==> config.mk <==
export PLATFORM = sky130hd
export DESIGN_NAME = lsw_top
export DESIGN_NICKNAME = d
export VERILOG_FILES = /design/src/logic/lsw_pkg.sv /design/src/logic/lsw_top.sv /design/src/logic/lsw_code_check.sv /design/src/logic/lsw_fifo.sv
export SDC_FILE = /design/constraint.sdc
export NUM_CORES = 1
export LEC_CHECK = 0
export ABC_AREA = 1
export BUFFER_PORTS_ARGS = -buffer_cell sky130_fd_sc_hd__buf_2
export CAP_MARGIN = 20
export CORE_UTILIZATION = 50
export DETAILED_ROUTE_END_ITERATION = 8
export PLACE_DENSITY = 0.76
export SYNTH_ARGS = -nofsm -noshare
export SYNTH_HDL_FRONTEND = slang
export SYNTH_SLANG_ARGS = --single-unit
export TNS_END_PERCENT = 1
==> constraint.sdc <==
create_clock -name clk -period 2.1 [get_ports clk]
set_input_delay 0.315 -clock clk [delete_from_list [all_inputs] [get_ports clk]]
set_output_delay 0.315 -clock clk [all_outputs]
set_load 0.03 [all_outputs]
==> src/logic/lsw_pkg.sv <==
// Constants for link status and windowing logic.
// Assumes a 10 MHz system clock.
package lsw_pkg;
    // =========================================
    // Clock and timing
    localparam int unsigned CLK_HZ          = 10_000_000;
    localparam int unsigned HB_PULSE_CYC    = 61440;
    localparam int unsigned HB_PERIOD_UNLK  = 1920000;
    localparam int unsigned HB_PERIOD_LOCK  = HB_PERIOD_UNLK * 8;
    localparam int unsigned CTRL_KBPS       = 200;
    localparam int unsigned CTRL_BIT_CYC    = CLK_HZ / (CTRL_KBPS * 1000);
    localparam int unsigned LOCK_MISS_MAX   = 3;
    // End-to-end delay in microseconds per rate code
    localparam int unsigned DLY_US_3        = 6500;
    localparam int unsigned DLY_US_4        = 3800;
    localparam int unsigned DLY_US_5        = 2800;
    localparam int unsigned DLY_US_6        = 2300;
    localparam int unsigned DLY_US_7        = 2000;
    localparam int unsigned FRAME_CYC_3     = DLY_US_3 * (CLK_HZ / 1_000_000) / 2;
    localparam int unsigned FRAME_CYC_4     = DLY_US_4 * (CLK_HZ / 1_000_000) / 2;
    localparam int unsigned FRAME_CYC_5     = DLY_US_5 * (CLK_HZ / 1_000_000) / 2;
    localparam int unsigned FRAME_CYC_6     = DLY_US_6 * (CLK_HZ / 1_000_000) / 2;
    localparam int unsigned FRAME_CYC_7     = DLY_US_7 * (CLK_HZ / 1_000_000) / 2;
    // Handshake sample spacing per bandwidth select
    localparam int unsigned HS_GAP_0        = 5000;
    localparam int unsigned HS_GAP_1        = 10000;
    localparam int unsigned HS_GAP_2        = 20000;
    localparam int unsigned HS_GAP_3        = 40000;
    // Reset values, record tag and FIFO sizes
    localparam logic        RST_LOCK_N      = 1'b1;
    localparam logic        RST_ERR         = 1'b0;
    localparam logic [1:0]  HS_RESET        = 2'h3;
    localparam logic [1:0]  HS_REC_TAG      = 2'h2;
    localparam int unsigned FIFO_DEPTH      = 16;
    localparam int unsigned FIFO_AW         = 4;
    localparam int unsigned REC_W           = 4;
endpackage

==> src/logic/lsw_top.sv <==
// Lock status, heartbeat, code error and window timing of the modem.
// Assumes rx symbols arrive recovered and synchronous to clk.
`timescale 1ns/10ps
`default_nettype none
module lsw_top
    import lsw_pkg::*;
(
    input  wire logic       clk,
    input  wire logic       rst_n,
    input  wire logic [2:0] rate_select,
    input  wire logic [1:0] handshake_bw_select,
    input  wire logic       txd,
    input  wire logic       rts,
    input  wire logic       dtr,
    input  wire logic       rx_sym_valid,
    input  wire logic [3:0] rx_sym,
    input  wire logic       rx_sym_last,
    input  wire logic       rx_burst_start,
    input  wire logic       rx_data_bit,
    input  wire logic [1:0] rx_hs,
    output logic            carrier_lock_n,
    output logic            code_error_flag,
    output logic            heartbeat_out,
    output logic            rxd,
    output logic            cts,
    output logic            dsr,
    output logic            tx_window,
    output logic            rx_window,
    output logic            tx_optical,
    output logic [3:0]      tx_sym,
    output logic            tx_sym_valid
);
    typedef enum logic [1:0] {LSW_IDLE, LSW_TX, LSW_RX} lsw_win_t;

    typedef struct packed {
        lsw_win_t    win_reg;
        logic [23:0] frame_cnt_reg;
        logic [24:0] hb_cnt_reg;
        logic        locked_reg;
        logic [1:0]  miss_reg;
        logic        got_burst_reg;
        logic        err_reg;
        logic        hb_reg;
        logic        rxd_reg;
        logic        cts_reg;
        logic        dsr_reg;
        logic [1:0]  hs_last_reg;
        logic [15:0] hs_gap_reg;
        logic        hs_pend_reg;
        logic        tx_opt_reg;
        logic [3:0]  tx_sym_reg;
        logic        tx_val_reg;
        logic        rd_wait_reg;
        logic [4:0]  ctrl_cnt_reg;
    } lsw_st_t;

    lsw_st_t s_reg;
    lsw_st_t s_next;

    logic             viol;
    logic             fifo_wr;
    logic [REC_W-1:0] fifo_wd;
    logic             fifo_rd;
    logic [REC_W-1:0] fifo_rdata;
    logic             fifo_empty;
    logic             fifo_full;
    logic [23:0]      frame_len;
    logic [15:0]      hs_gap;

    lsw_code_check u_check (
        .clk       (clk),
        .rst_n     (rst_n),
        .sym_valid (rx_sym_valid && s_reg.win_reg == LSW_RX),
        .sym       (rx_sym),
        .viol      (viol)
    );

    lsw_fifo u_fifo (
        .clk     (clk),
        .rst_n   (rst_n),
        .wr_en   (fifo_wr),
        .wr_data (fifo_wd),
        .rd_en   (fifo_rd),
        .rd_data (fifo_rdata),
        .empty   (fifo_empty),
        .full    (fifo_full)
    );

    // =========================================
    // Frame length and handshake spacing
    always_comb begin
        case (rate_select)
            3'h3:    frame_len = 24'(FRAME_CYC_3);
            3'h4:    frame_len = 24'(FRAME_CYC_4);
            3'h5:    frame_len = 24'(FRAME_CYC_5);
            3'h6:    frame_len = 24'(FRAME_CYC_6);
            default: frame_len = 24'(FRAME_CYC_7);
        endcase
        case (handshake_bw_select)
            2'h0:    hs_gap = 16'(HS_GAP_0);
            2'h1:    hs_gap = 16'(HS_GAP_1);
            2'h2:    hs_gap = 16'(HS_GAP_2);
            default: hs_gap = 16'(HS_GAP_3);
        endcase
    end

    // =========================================
    // FIFO fill: handshake records take priority over data
    always_comb begin
        fifo_wr = 1'b0;
        fifo_wd = {2'h0, 1'b0, txd};
        if (s_reg.hs_pend_reg && !fifo_full) begin
            fifo_wr = 1'b1;
            fifo_wd = {HS_REC_TAG, dtr, rts};
        end else if (s_reg.ctrl_cnt_reg == 5'h0 && !fifo_full) begin
            fifo_wr = 1'b1;
        end
    end

    assign fifo_rd = (s_reg.win_reg == LSW_TX) && !fifo_empty;

    // =========================================
    // Next state
    always_comb begin
        s_next = s_reg;
        s_next.tx_val_reg = 1'b0;
        s_next.rd_wait_reg = fifo_rd;

        // Control tick keeps the peer tracking even with static inputs
        if (s_reg.ctrl_cnt_reg == 5'(CTRL_BIT_CYC - 1)) begin
            s_next.ctrl_cnt_reg = 5'h0;
        end else begin
            s_next.ctrl_cnt_reg = s_reg.ctrl_cnt_reg + 5'h1;
        end

        // Handshake change capture, rate capped by gap counter
        if (s_reg.hs_gap_reg != 16'h0) begin
            s_next.hs_gap_reg = s_reg.hs_gap_reg - 16'h1;
        end
        if (s_reg.hs_pend_reg && fifo_wr) begin
            s_next.hs_pend_reg = 1'b0;
        end
        if ({dtr, rts} != s_reg.hs_last_reg && s_reg.hs_gap_reg == 16'h0) begin
            s_next.hs_last_reg = {dtr, rts};
            s_next.hs_pend_reg = 1'b1;
            s_next.hs_gap_reg  = hs_gap;
        end

        // Frame sequencer
        s_next.frame_cnt_reg = s_reg.frame_cnt_reg + 24'h1;
        case (s_reg.win_reg)
            LSW_IDLE: begin
                if (s_reg.frame_cnt_reg >= frame_len) begin
                    s_next.frame_cnt_reg = 24'h0;
                    s_next.win_reg = LSW_TX;
                end else if (rx_burst_start) begin
                    s_next.win_reg = LSW_RX;
                    s_next.got_burst_reg = 1'b1;
                end
            end
            LSW_TX: begin
                if (fifo_empty && !s_reg.rd_wait_reg) begin
                    s_next.win_reg = LSW_IDLE;
                    // Lock tracking once per frame, at the close of the transmit window; frame timing is never re-aligned to the peer
                    if (s_reg.got_burst_reg) begin
                        s_next.miss_reg = 2'h0;
                        s_next.locked_reg = 1'b1;
                    end else if (s_reg.miss_reg == 2'(LOCK_MISS_MAX)) begin
                        s_next.locked_reg = 1'b0;
                    end else begin
                        s_next.miss_reg = s_reg.miss_reg + 2'h1;
                    end
                    s_next.got_burst_reg = 1'b0;
                end
            end
            LSW_RX: begin
                if (rx_sym_last) begin
                    s_next.win_reg = LSW_IDLE;
                    s_next.rxd_reg = rx_data_bit;
                    s_next.cts_reg = rx_hs[0];
                    s_next.dsr_reg = rx_hs[1];
                end
            end
            default: s_next.win_reg = LSW_IDLE;
        endcase

        if (s_reg.rd_wait_reg) begin
            s_next.tx_sym_reg = fifo_rdata;
            s_next.tx_val_reg = 1'b1;
        end
        // DC-balanced code: light on half of the window
        s_next.tx_opt_reg = (s_reg.win_reg == LSW_TX) && s_reg.frame_cnt_reg[0];

        // Sticky code error; set only while locked, unlock wins and clears
        if (!s_next.locked_reg) begin
            s_next.err_reg = 1'b0;
        end
        if (viol && s_next.locked_reg) begin
            s_next.err_reg = 1'b1;
        end

        // Unlocked outputs are forced
        if (!s_next.locked_reg) begin
            s_next.rxd_reg = 1'b0;
            s_next.cts_reg = 1'b1;
            s_next.dsr_reg = 1'b1;
        end

        // Heartbeat period swaps with lock state; a running pulse is never stretched
        if (s_reg.locked_reg != s_next.locked_reg
            && s_reg.hb_cnt_reg >= 25'(HB_PULSE_CYC)) begin
            s_next.hb_cnt_reg = 25'h0;
        end else if (s_reg.hb_cnt_reg >= (s_reg.locked_reg ? 25'(HB_PERIOD_LOCK - 1)
                                                       : 25'(HB_PERIOD_UNLK - 1))) begin
            s_next.hb_cnt_reg = 25'h0;
        end else begin
            s_next.hb_cnt_reg = s_reg.hb_cnt_reg + 25'h1;
        end
        s_next.hb_reg = (s_next.hb_cnt_reg < 25'(HB_PULSE_CYC));
    end

    // =========================================
    // State register; reset length is the system's concern
    always_ff @(posedge clk) begin
        if (!rst_n) begin
            s_reg             <= '0;
            s_reg.win_reg     <= LSW_IDLE;
            s_reg.err_reg     <= RST_ERR;
            s_reg.cts_reg     <= 1'b1;
            s_reg.dsr_reg     <= 1'b1;
            s_reg.hs_last_reg <= HS_RESET;
            s_reg.hb_reg      <= 1'b1; // Pulse starts at counter zero
        end else begin
            s_reg <= s_next;
        end
    end

    assign carrier_lock_n  = ~s_reg.locked_reg;
    assign code_error_flag = s_reg.err_reg;
    assign heartbeat_out   = s_reg.hb_reg;
    assign rxd             = s_reg.rxd_reg;
    assign cts             = s_reg.cts_reg;
    assign dsr             = s_reg.dsr_reg;
    assign tx_window       = (s_reg.win_reg == LSW_TX);
    assign rx_window       = (s_reg.win_reg == LSW_RX);
    assign tx_optical      = s_reg.tx_opt_reg;
    assign tx_sym          = s_reg.tx_sym_reg;
    assign tx_sym_valid    = s_reg.tx_val_reg;
endmodule
`default_nettype wire

==> src/logic/lsw_code_check.sv <==
// Checks 4-bit symbols against the DC-balanced 3B4B code.
// Assumes one symbol per strobe, synchronous to clk.
`timescale 1ns/10ps
`default_nettype none
module lsw_code_check
    import lsw_pkg::*;
(
    input  wire logic       clk,
    input  wire logic       rst_n,
    input  wire logic       sym_valid,
    input  wire logic [3:0] sym,
    output logic            viol
);
    typedef struct packed {
        logic viol_reg;
    } lsw_cc_t;
    lsw_cc_t s_reg;
    lsw_cc_t s_next;

    // =========================================
    // Legal code words carry exactly two ones
    always_comb begin
        s_next          = s_reg;
        s_next.viol_reg = sym_valid && ($countones(sym) != 2);
    end

    always_ff @(posedge clk) begin
        if (!rst_n) begin
            s_reg <= '0;
        end else begin
            s_reg <= s_next;
        end
    end

    assign viol = s_reg.viol_reg;
endmodule
`default_nettype wire

==> src/logic/lsw_fifo.sv <==
// Time-compression FIFO for data and handshake records.
// Assumes a single clock; read data come from a register.
`timescale 1ns/10ps
`default_nettype none
module lsw_fifo
    import lsw_pkg::*;
(
    input  wire logic             clk,
    input  wire logic             rst_n,
    input  wire logic             wr_en,
    input  wire logic [REC_W-1:0] wr_data,
    input  wire logic             rd_en,
    output logic [REC_W-1:0]      rd_data,
    output logic                  empty,
    output logic                  full
);
    typedef struct packed {
        logic [FIFO_AW:0]   wp_reg;
        logic [FIFO_AW:0]   rp_reg;
        logic [REC_W-1:0]   rd_reg;
    } lsw_ff_t;
    lsw_ff_t s_reg;
    lsw_ff_t s_next;
    logic [REC_W-1:0] mem [FIFO_DEPTH];
    logic do_wr;
    logic do_rd;

    assign empty = (s_reg.wp_reg == s_reg.rp_reg);
    assign full  = (s_reg.wp_reg[FIFO_AW] != s_reg.rp_reg[FIFO_AW])
                && (s_reg.wp_reg[FIFO_AW-1:0] == s_reg.rp_reg[FIFO_AW-1:0]);
    assign do_wr = wr_en && !full;
    assign do_rd = rd_en && !empty;

    // =========================================
    // Pointer update
    always_comb begin
        s_next = s_reg;
        if (do_wr) begin
            s_next.wp_reg = s_reg.wp_reg + 1'b1;
        end
        if (do_rd) begin
            s_next.rp_reg = s_reg.rp_reg + 1'b1;
            s_next.rd_reg = mem[s_reg.rp_reg[FIFO_AW-1:0]];
        end
    end

    always_ff @(posedge clk) begin
        if (!rst_n) begin
            s_reg <= '0;
        end else begin
            s_reg <= s_next;
        end
    end

    always_ff @(posedge clk) begin
        if (do_wr) begin
            mem[s_reg.wp_reg[FIFO_AW-1:0]] <= wr_data;
        end
    end

    assign rd_data = s_reg.rd_reg;
endmodule
`default_nettype wire

==> results of run 1 <==
## synthesized netlist by cell type (4+ instances only)
| cell type | n | area (µm²) |
|---|---|---|
| sky130_fd_sc_hd__a21oi_1 | 38 | 190 |
| sky130_fd_sc_hd__a31oi_1 | 5 | 31.3 |
| sky130_fd_sc_hd__buf_2 | 5 | 25.0 |
| sky130_fd_sc_hd__buf_4 | 6 | 45.0 |
| sky130_fd_sc_hd__clkbuf_1 | 8 | 30.0 |
| sky130_fd_sc_hd__dfxtp_1 | 104 | 2080 |
| sky130_fd_sc_hd__edfxtp_1 | 48 | 1440 |
| sky130_fd_sc_hd__ha_1 | 44 | 551 |
| sky130_fd_sc_hd__inv_1 | 111 | 417 |
| sky130_fd_sc_hd__inv_2 | 8 | 30.0 |
| sky130_fd_sc_hd__mux2i_1 | 4 | 40.0 |
| sky130_fd_sc_hd__nand2_1 | 152 | 571 |
| sky130_fd_sc_hd__nand3_1 | 40 | 200 |
| sky130_fd_sc_hd__nand3_2 | 5 | 50.1 |
| sky130_fd_sc_hd__nand4_1 | 21 | 131 |
| sky130_fd_sc_hd__nor2_1 | 179 | 672 |
| sky130_fd_sc_hd__nor2_2 | 5 | 31.3 |
| sky130_fd_sc_hd__nor3_1 | 22 | 110 |
| sky130_fd_sc_hd__nor3_2 | 5 | 50.1 |
| sky130_fd_sc_hd__nor4_1 | 5 | 31.3 |
| sky130_fd_sc_hd__o211ai_1 | 5 | 37.5 |
| sky130_fd_sc_hd__o21ai_0 | 44 | 220 |
| sky130_fd_sc_hd__o221ai_1 | 5 | 43.8 |
| sky130_fd_sc_hd__o32ai_1 | 8 | 70.1 |
| sky130_fd_sc_hd__xnor2_1 | 9 | 78.8 |
| sky130_fd_sc_hd__xor2_1 | 40 | 350 |
## worst paths after layout
check	start	to	cells past startpoint
min	rx_hs[1]	dsr	3
max	s_reg[39]	s_reg[62]	11
min reg2reg	u_check.viol	code_error_flag	2
max reg2reg	s_reg[39]	s_reg[62]	11
## worst max-delay path: stages, from the launching register on
cell	delay, ns
sky130_fd_sc_hd__dfxtp_2	0.35
sky130_fd_sc_hd__inv_4	0.06
sky130_fd_sc_hd__buf_4	0.15
sky130_fd_sc_hd__ha_1	0.28
sky130_fd_sc_hd__nand4_1	0.10
sky130_fd_sc_hd__nor2_1	0.08
sky130_fd_sc_hd__nand4_1	0.09
sky130_fd_sc_hd__nand4_1	0.13
sky130_fd_sc_hd__nor3_4	0.34
sky130_fd_sc_hd__buf_6	0.17
sky130_fd_sc_hd__nand2_8	0.09
sky130_fd_sc_hd__nor2_1	0.11
## cell type report
type / instances / area, µm²
fillers: 1345 / 6120
clock buffers: 27 / 558
inverters: 120 / 453
multi-input cells: 670 / 3840
clock inverters: 5 / 53.8
flip-flops and latches: 152 / 3530
repair buffers: 68 / 434
well taps: 211 / 264
## layout by cell type (no fill, tap or decap), types with 37 or more instances in the layout
cell,n
sky130_fd_sc_hd__nor2_1,175
sky130_fd_sc_hd__a21oi_1,37
sky130_fd_sc_hd__dfxtp_1,101
sky130_fd_sc_hd__xor2_1,40
sky130_fd_sc_hd__nand3_1,40
sky130_fd_sc_hd__inv_1,109
sky130_fd_sc_hd__ha_1,42
sky130_fd_sc_hd__nand2_1,151
sky130_fd_sc_hd__o21ai_0,43
sky130_fd_sc_hd__edfxtp_1,48
## cell families after synthesis
logic type	Yosys count
simple gates	451
flops	152
buf+inv	142
compound gates	118
xor+xnor	49
fa+ha+maj	45
mux	4
other cells	1
## stage by stage
step           setup TNS [ns]  instances
4_1_cts                     0       1250
5_1_grt               -0.0359       1253
3_3_place_gp            -5.27       1218
6_report                    0       1253
2_1_floorplan               0        962
3_5_place_dp            -6.53       1218
## power by group
group          total [µW]  internal (µW)  switching (µW)
sequential           3490           3340             147
clock                3090           1940            1150
combinational        1700            641            1060
## what timing repair did
action	4_1_cts	5_1_grt
gates resized for setup	0	20
setup endpoints to repair	0	67
setup buffers	0	1
## layer usage
layer / track usage (%) / vias up / part of all wire [%]
li1: - / 3308 / -
met1: 28.0 / 3034 / 45
met2: 37.0 / 187 / 47
met3: 4.19 / 34 / 5.9
met4: 8.61 / 0 / 2.0
met5: 0 / - / 0
==> results.txt, run 1 <==
The mapped netlist covers 7870 µm². In this run the horizontal extent of the chip is 127 µm. The mean instance size in the synthesized netlist was 8.18 µm². The finished cells cover 9140 µm².

The number of flip-flops in the largest register is 80. For this run, the leading register cell type out of synthesis is sky130_fd_sc_hd__dfxtp_1. After clock tree synthesis, the clock-pin slew on the worst setup and hold paths is 0.06 ns.

The tools report the max-cap violation count as 0. The vias per cell came out at 5.24. In the global route stage, overall resource usage came out at 22.0%.

0 antenna diodes ended up in the layout. The via count of the first global-routing pass is 6145. Root buffer selected by CTS: sky130_fd_sc_hd__clkbuf_16.

In the final routed layout, each cell accounts on average for 13.8 µm. Counting flops with a built-in enable in the synthesized netlist gives 48. Fraction of layout instances using a drive strength above 1: 14.5%. Post-synthesis compound-gate area fraction: 8.76%. The run gives 1094 as the net count reported at finish. Sequential cell area fraction in the yosys report: 44.7%. Headroom to the max-slew limit came out at 53.6%. The pre-antenna-repair detailed-routing pass consisted of 5 iterations. Timing analysis after detailed placement gives a worst setup slack of -0.308 ns.

The worst-case register-to-register setup slack was 0.07 ns. The die span in y was 127 µm; the number of different library cells in the post-synthesis netlist was 51. On the final layout, the worst clock skew is 0.00831 ns.

The setup path with the least slack is of type flip-flop to flip-flop. Summed over all cells, the static leakage comes to 0.00387 µW. Of all nets on the critical path, the largest fanout is 13. Buffers placed on the I/O ports in this run total 32. Initial antenna violation count: 0.

Once detail routing completed, the nets flagged for antenna violations numbered 0. The Yosys step of the flow raised 0 warnings. The quantity of hold-fixing buffers added after cts was 0.

The final count of hold timing violations is 0, and the final weighted congestion in routability-driven placement is 0.875. After detailed routing, the number of remaining DRC violations is 0. Counting flops and latches in the post-synthesis netlist gives 152. The worst setup path is captured at a flip-flop.

The simple-gate share of the synthesized area is 25.8%, and the detailed-route via count is 6563. Post-synthesis to final-layout area growth: 16.0%. Across all hold checks on the routed design, the worst slack comes to 0.135 ns. The final global-route overflow total is 0. The tools report the fmax as 0.494 GHz. The final wirelength came out at 17.3 mm.

The tools report the initial core utilization as 51.6%. The synthesized netlist devotes 7.25% of its cell area to adder and majority cells. After synthesis, the largest family of logic cells by area is simple AND/OR/NAND/NOR gates.

For the pin with the worst max-slew slack, the measured transition is 0.695 ns. Multiplexer cells account for 0.509% of the synthesized area. Counting I/O delays and the setup requirement, the final critical path takes 2.03 ns. For this block, the initial DRC count from the detailed router was 441. Setup violations remaining at the end of the flow were counted as 0.

After legalization and detailed placement, the total HPWL measured 12.3 mm. In this run the worst hold path is classified as input pin to flip-flop. Across all setup checks in the final design, the least slack found is 0.0744 ns. TritonCTS built the clock tree.

Power spread over the standard cell area amounts to 906 nW/µm². The number of I/O pins came out at 34. The flow ran to the end, and the final reports show no timing, DRC or antenna violations. No sink is reached through more buffers than the 2 on the longest clock path. The placed instances occupy a cell area of 8430 µm². Nature of the critical path startpoint: a flip-flop. The final worst-path cycle share was 96.5%; the overall die area was 16300 µm². The first global-routing pass estimated 28.1 mm of wire. For the critical path arrival, the log shows 2.38 ns. Number of nets produced by synthesis: 1027. Overall power consumption after layout is estimated at 8280 µW. The run gives 962 as the number of standard cells after synthesis. In this run, CTS created clock tree buffers numbering 17. The xor and xnor fraction of the mapped netlist area is 5.45%. The run gives 0.793 mV as the worst supply voltage drop on vdd. CTS built an H-tree with a depth of 4. Counting every sink on the clock net gives 152.

STA puts the critical path data required time at 2.45 ns. Setup repair after global routing could not meet its margin everywhere. Cells fill 59.9% of the core in the end. At the later pin of the worst-skew pair, clock insertion delay measures 0.42 ns. Maximum number of pins on one net before global-route repair: 28. The proportion of synthesized flip-flops having asynchronous set or reset is 0%. The final count of pins violating max slew was 0.

The core region is 15300 µm². In this run the core area contains 45 standard-cell rows.
Note: power is estimated with default switching activity, not from simulation.
==> run 2, diff against run 1 <==
--- a/config.mk
+++ b/config.mk
@@ -11,6 +11,7 @@
 export CORE_UTILIZATION = 50
 export DETAILED_ROUTE_END_ITERATION = 8
 export PLACE_DENSITY = 0.76
+export SETUP_SLACK_MARGIN = 0.15
 export SYNTH_ARGS = -nofsm -noshare
 export SYNTH_HDL_FRONTEND = slang
 export SYNTH_SLANG_ARGS = --single-unit
==> run 2 against run 1 <==
  * Final cell count is 0.24% higher
  * Power up 1.6%
  * Largest power group unchanged
  * Cell area grew 0.58%
  * Critical path depth fell by 1
  * Critical endpoint is now s_reg[81]
  * Highest routed layer unchanged
  * Global-route usage up 0.80 points
==> results.txt, run 2 (synthesis gave the netlist of run 1 again) <==
The logs give 0.00389 µW for the leakage power figure and 51.6% for the initial core utilization. The die covers 16300 µm². Placeable core region: 15300 µm². Worst supply voltage drop on vdd: 0.723 mV. The initialized floorplan defines 45 standard-cell rows. The tools report the initial antenna violation count as 0.

In this run the horizontal extent of the chip is 127 µm. The run gives 0 as the final count of pins violating max slew. The worst path uses 92.6% of the clock period.

In this run switching power makes up 28.5% of total power. In the final layout, flip-flops and latches occupy 3530 µm². The post-route netlist has 15.0% of its cells at a drive strength greater than 1. The tools report the final wirelength as 17.4 mm.

The part of the total power dissipated in combinational logic was 21.0%. Leaving out fill and tap cells, the most frequent cells in the layout are sky130_fd_sc_hd__nor2_1, sky130_fd_sc_hd__nand2_1, sky130_fd_sc_hd__inv_1. For this run the aggregate overflow at the end of global routing stands at 0. The repair_antennas step left the layout with diodes totalling 0.

Dividing the detail-routed wire length by the instance count gives 13.9 µm. The detailed router placed 6536 vias in this run. Leaving out fill and tap cells, the most frequent cell in the layout is sky130_fd_sc_hd__nor2_1.

The first global-routing pass estimated 29.1 mm of wire. In this run, post-CTS hold repair placed 0 buffers. The die span in y was 127 µm; the count of nets left with antenna violations after detail routing was 0. The worst-case register-to-register setup slack came out at 0.15 ns.

Critical path arrival: 2.27 ns. Before CTS, the worst setup slack after placement is -0.218 ns. The vias per cell was 5.20. Global routing used 22.8% of the available tracks across all layers. The most critical setup path has its endpoint at s_reg[81]. The worst setup path is captured at a flip-flop. The internal portion of the total power is 6020 µW. The run gives 34 as the number of I/O pins.

For the area of combinational cells with multiple inputs, the log shows 3840 µm². The maximum number of pins on one net before global-route repair is 28, and the fmax is 0.514 GHz. The insertion delay of the later-clocked pin in the worst-skew pair was 0.43 ns. The capturing point of the worst reg2reg path is s_reg[81]. Setup repair after global routing could not meet its margin everywhere. Required time of the critical path: 2.43 ns.

In this run the critical register-to-register path is launched from s_reg[66]. After the flow finishes, the layout carries non-filler instances totaling 1256. The post-route minimum period is 1.95 ns. For the pin with the worst max-slew slack, the measured transition is 0.733 ns. The filler cell count in the final layout is 1318, and the total negative slack for setup checks is 0 ns.

The worst slew margin relative to its limit came out at 51.1%. The most critical setup path has its startpoint at s_reg[66]. The largest fanout on the critical path was 4; the via count of the first global-routing pass was 6154. The worst setup path is of the flip-flop to flip-flop kind. For the worst flop-to-flop path, the logic depth is 10. The run gives 1097 as the net count reported at finish.

The root buffer selected by CTS is sky130_fd_sc_hd__clkbuf_16. Counting along the longest clock path gives a buffer depth of 2. The final count of hold timing violations was 0. The final weighted congestion in routability-driven placement is 0.908, and the clock sink total is 152. For the final database, setup skew stands at 0.00579 ns.

At the end of the flow the core is filled with cells to 60.2%. The max-cap violation count came out at 0. The flow ran to the end, and the final reports show no timing, DRC or antenna violations. The run gives 5 as the number of detailed-routing iterations run before antenna repair. Setup violations remaining at the end of the flow were counted as 0.

For this block, the initial DRC count from the detailed router was 608. The number of buffers added on ports works out to 32. In this run the worst hold path is classified as input pin to flip-flop. The register with the most flip-flops in the layout has 80 of them. Setup slack on the critical path of the routed design comes to 0.155 ns. Registers are responsible for 41.6% of the overall power. The number of buffers created by CTS was 17. The largest individual stage delay along the critical path comes from the cell sky130_fd_sc_hd__dfxtp_1.

The maximum single-stage delay on the critical path is 0.39 ns, and the final routed DRC violation total is 0. Once placement completed, the tool counted placed cells totaling 1216. The clock network burns 37.4% of the power. The H-tree level count came out at 4. From synthesis to final layout, the design area changed by 16.7%.

The switching power summed over all nets is 2400 µW. STA classifies the critical path startpoint as a flip-flop. After clock tree synthesis, the clock-pin slew on the worst setup and hold paths is 0.06 ns. The power density of the placed cells is 916 nW/µm², and the total half-perimeter wirelength after legalization and detailed placement is 12.2 mm. The critical path goes through ha_2 -> nand3_2 -> nand3b_4 -> nor3_4 -> nand3_2 -> nor2_4 -> nand2_4 -> nor2_8 -> xor2_1 -> nor2_1. Counting stages on the worst path, the most repeated cell is sky130_fd_sc_hd__nand3_2.

TritonCTS built the clock tree.
[run 2: worst min-delay path by stage]
stage / start / endpoint / slack [ns] / cells after the start
after global routing: rx_hs[1] / dsr / 0.16 / 3
after detailed placement: s_reg[65] / s_reg[65] / 0.45 / 1
after floorplan: u_check.viol / code_error_flag / 0.43 / 2
after CTS: rx_hs[1] / dsr / 0.15 / 3
after global placement: u_check.viol / code_error_flag / 0.43 / 2
final: rx_hs[1] / dsr / 0.15 / 3
[run 2: metal layers]
layer / routed length (µm) / part of all wire [%] / up-vias / track usage, %
met5: 0 / 0 / - / 0
met4: 336 / 1.9 / 0 / 7.49
met3: 1060 / 6.1 / 32 / 4.65
met2: 8220 / 47 / 208 / 37.1
met1: 7810 / 45 / 2994 / 30.4
li1: - / - / 3302 / -
[run 2: area by class of cell]
class	instances	share of cell area, %
tap	211	2.87
sequential	152	38.4
timing repair buffer	72	5.32
clock inverter	7	0.953
inverter	120	4.90
multi-input combinational	669	41.8
clock buffer	25	5.75
[run 2: critical path, delay by kind of cell (launching register included)]
family	cells	cell delay, ns
DFF	1	0.39
xor gates and xnor gates	1	0.15
and+or+nand+nor	8	1.07
adders and majority gates	1	0.23
[run 2: what timing repair did]
action	CTS	global route
pin swaps	3	6
endpoints found under the setup margin	45	73
cloned	1	0
resized for setup	7	11
setup buffers	1	6
[run 2: power by group through the flow]
stage | clock (µW) | combinational, µW | sequential [µW]
after floorplan | 0 | 1240 | 3520
after global placement | 0 | 1630 | 3550
after detailed placement | 0 | 1660 | 3550
after CTS | 3180 | 1700 | 3500
after global routing | 3330 | 2020 | 3520
final | 3150 | 1770 | 3500
[run 2: through the flow]
stage	hold WS (ns)	power, µW	area (µm²)
2_1_floorplan	0.425	4760	7890
3_3_place_gp	0.435	5180	8450
3_5_place_dp	0.450	5220	8450
4_1_cts	0.150	8370	9100
5_1_grt	0.157	8870	9190
6_report	0.153	8410	9190
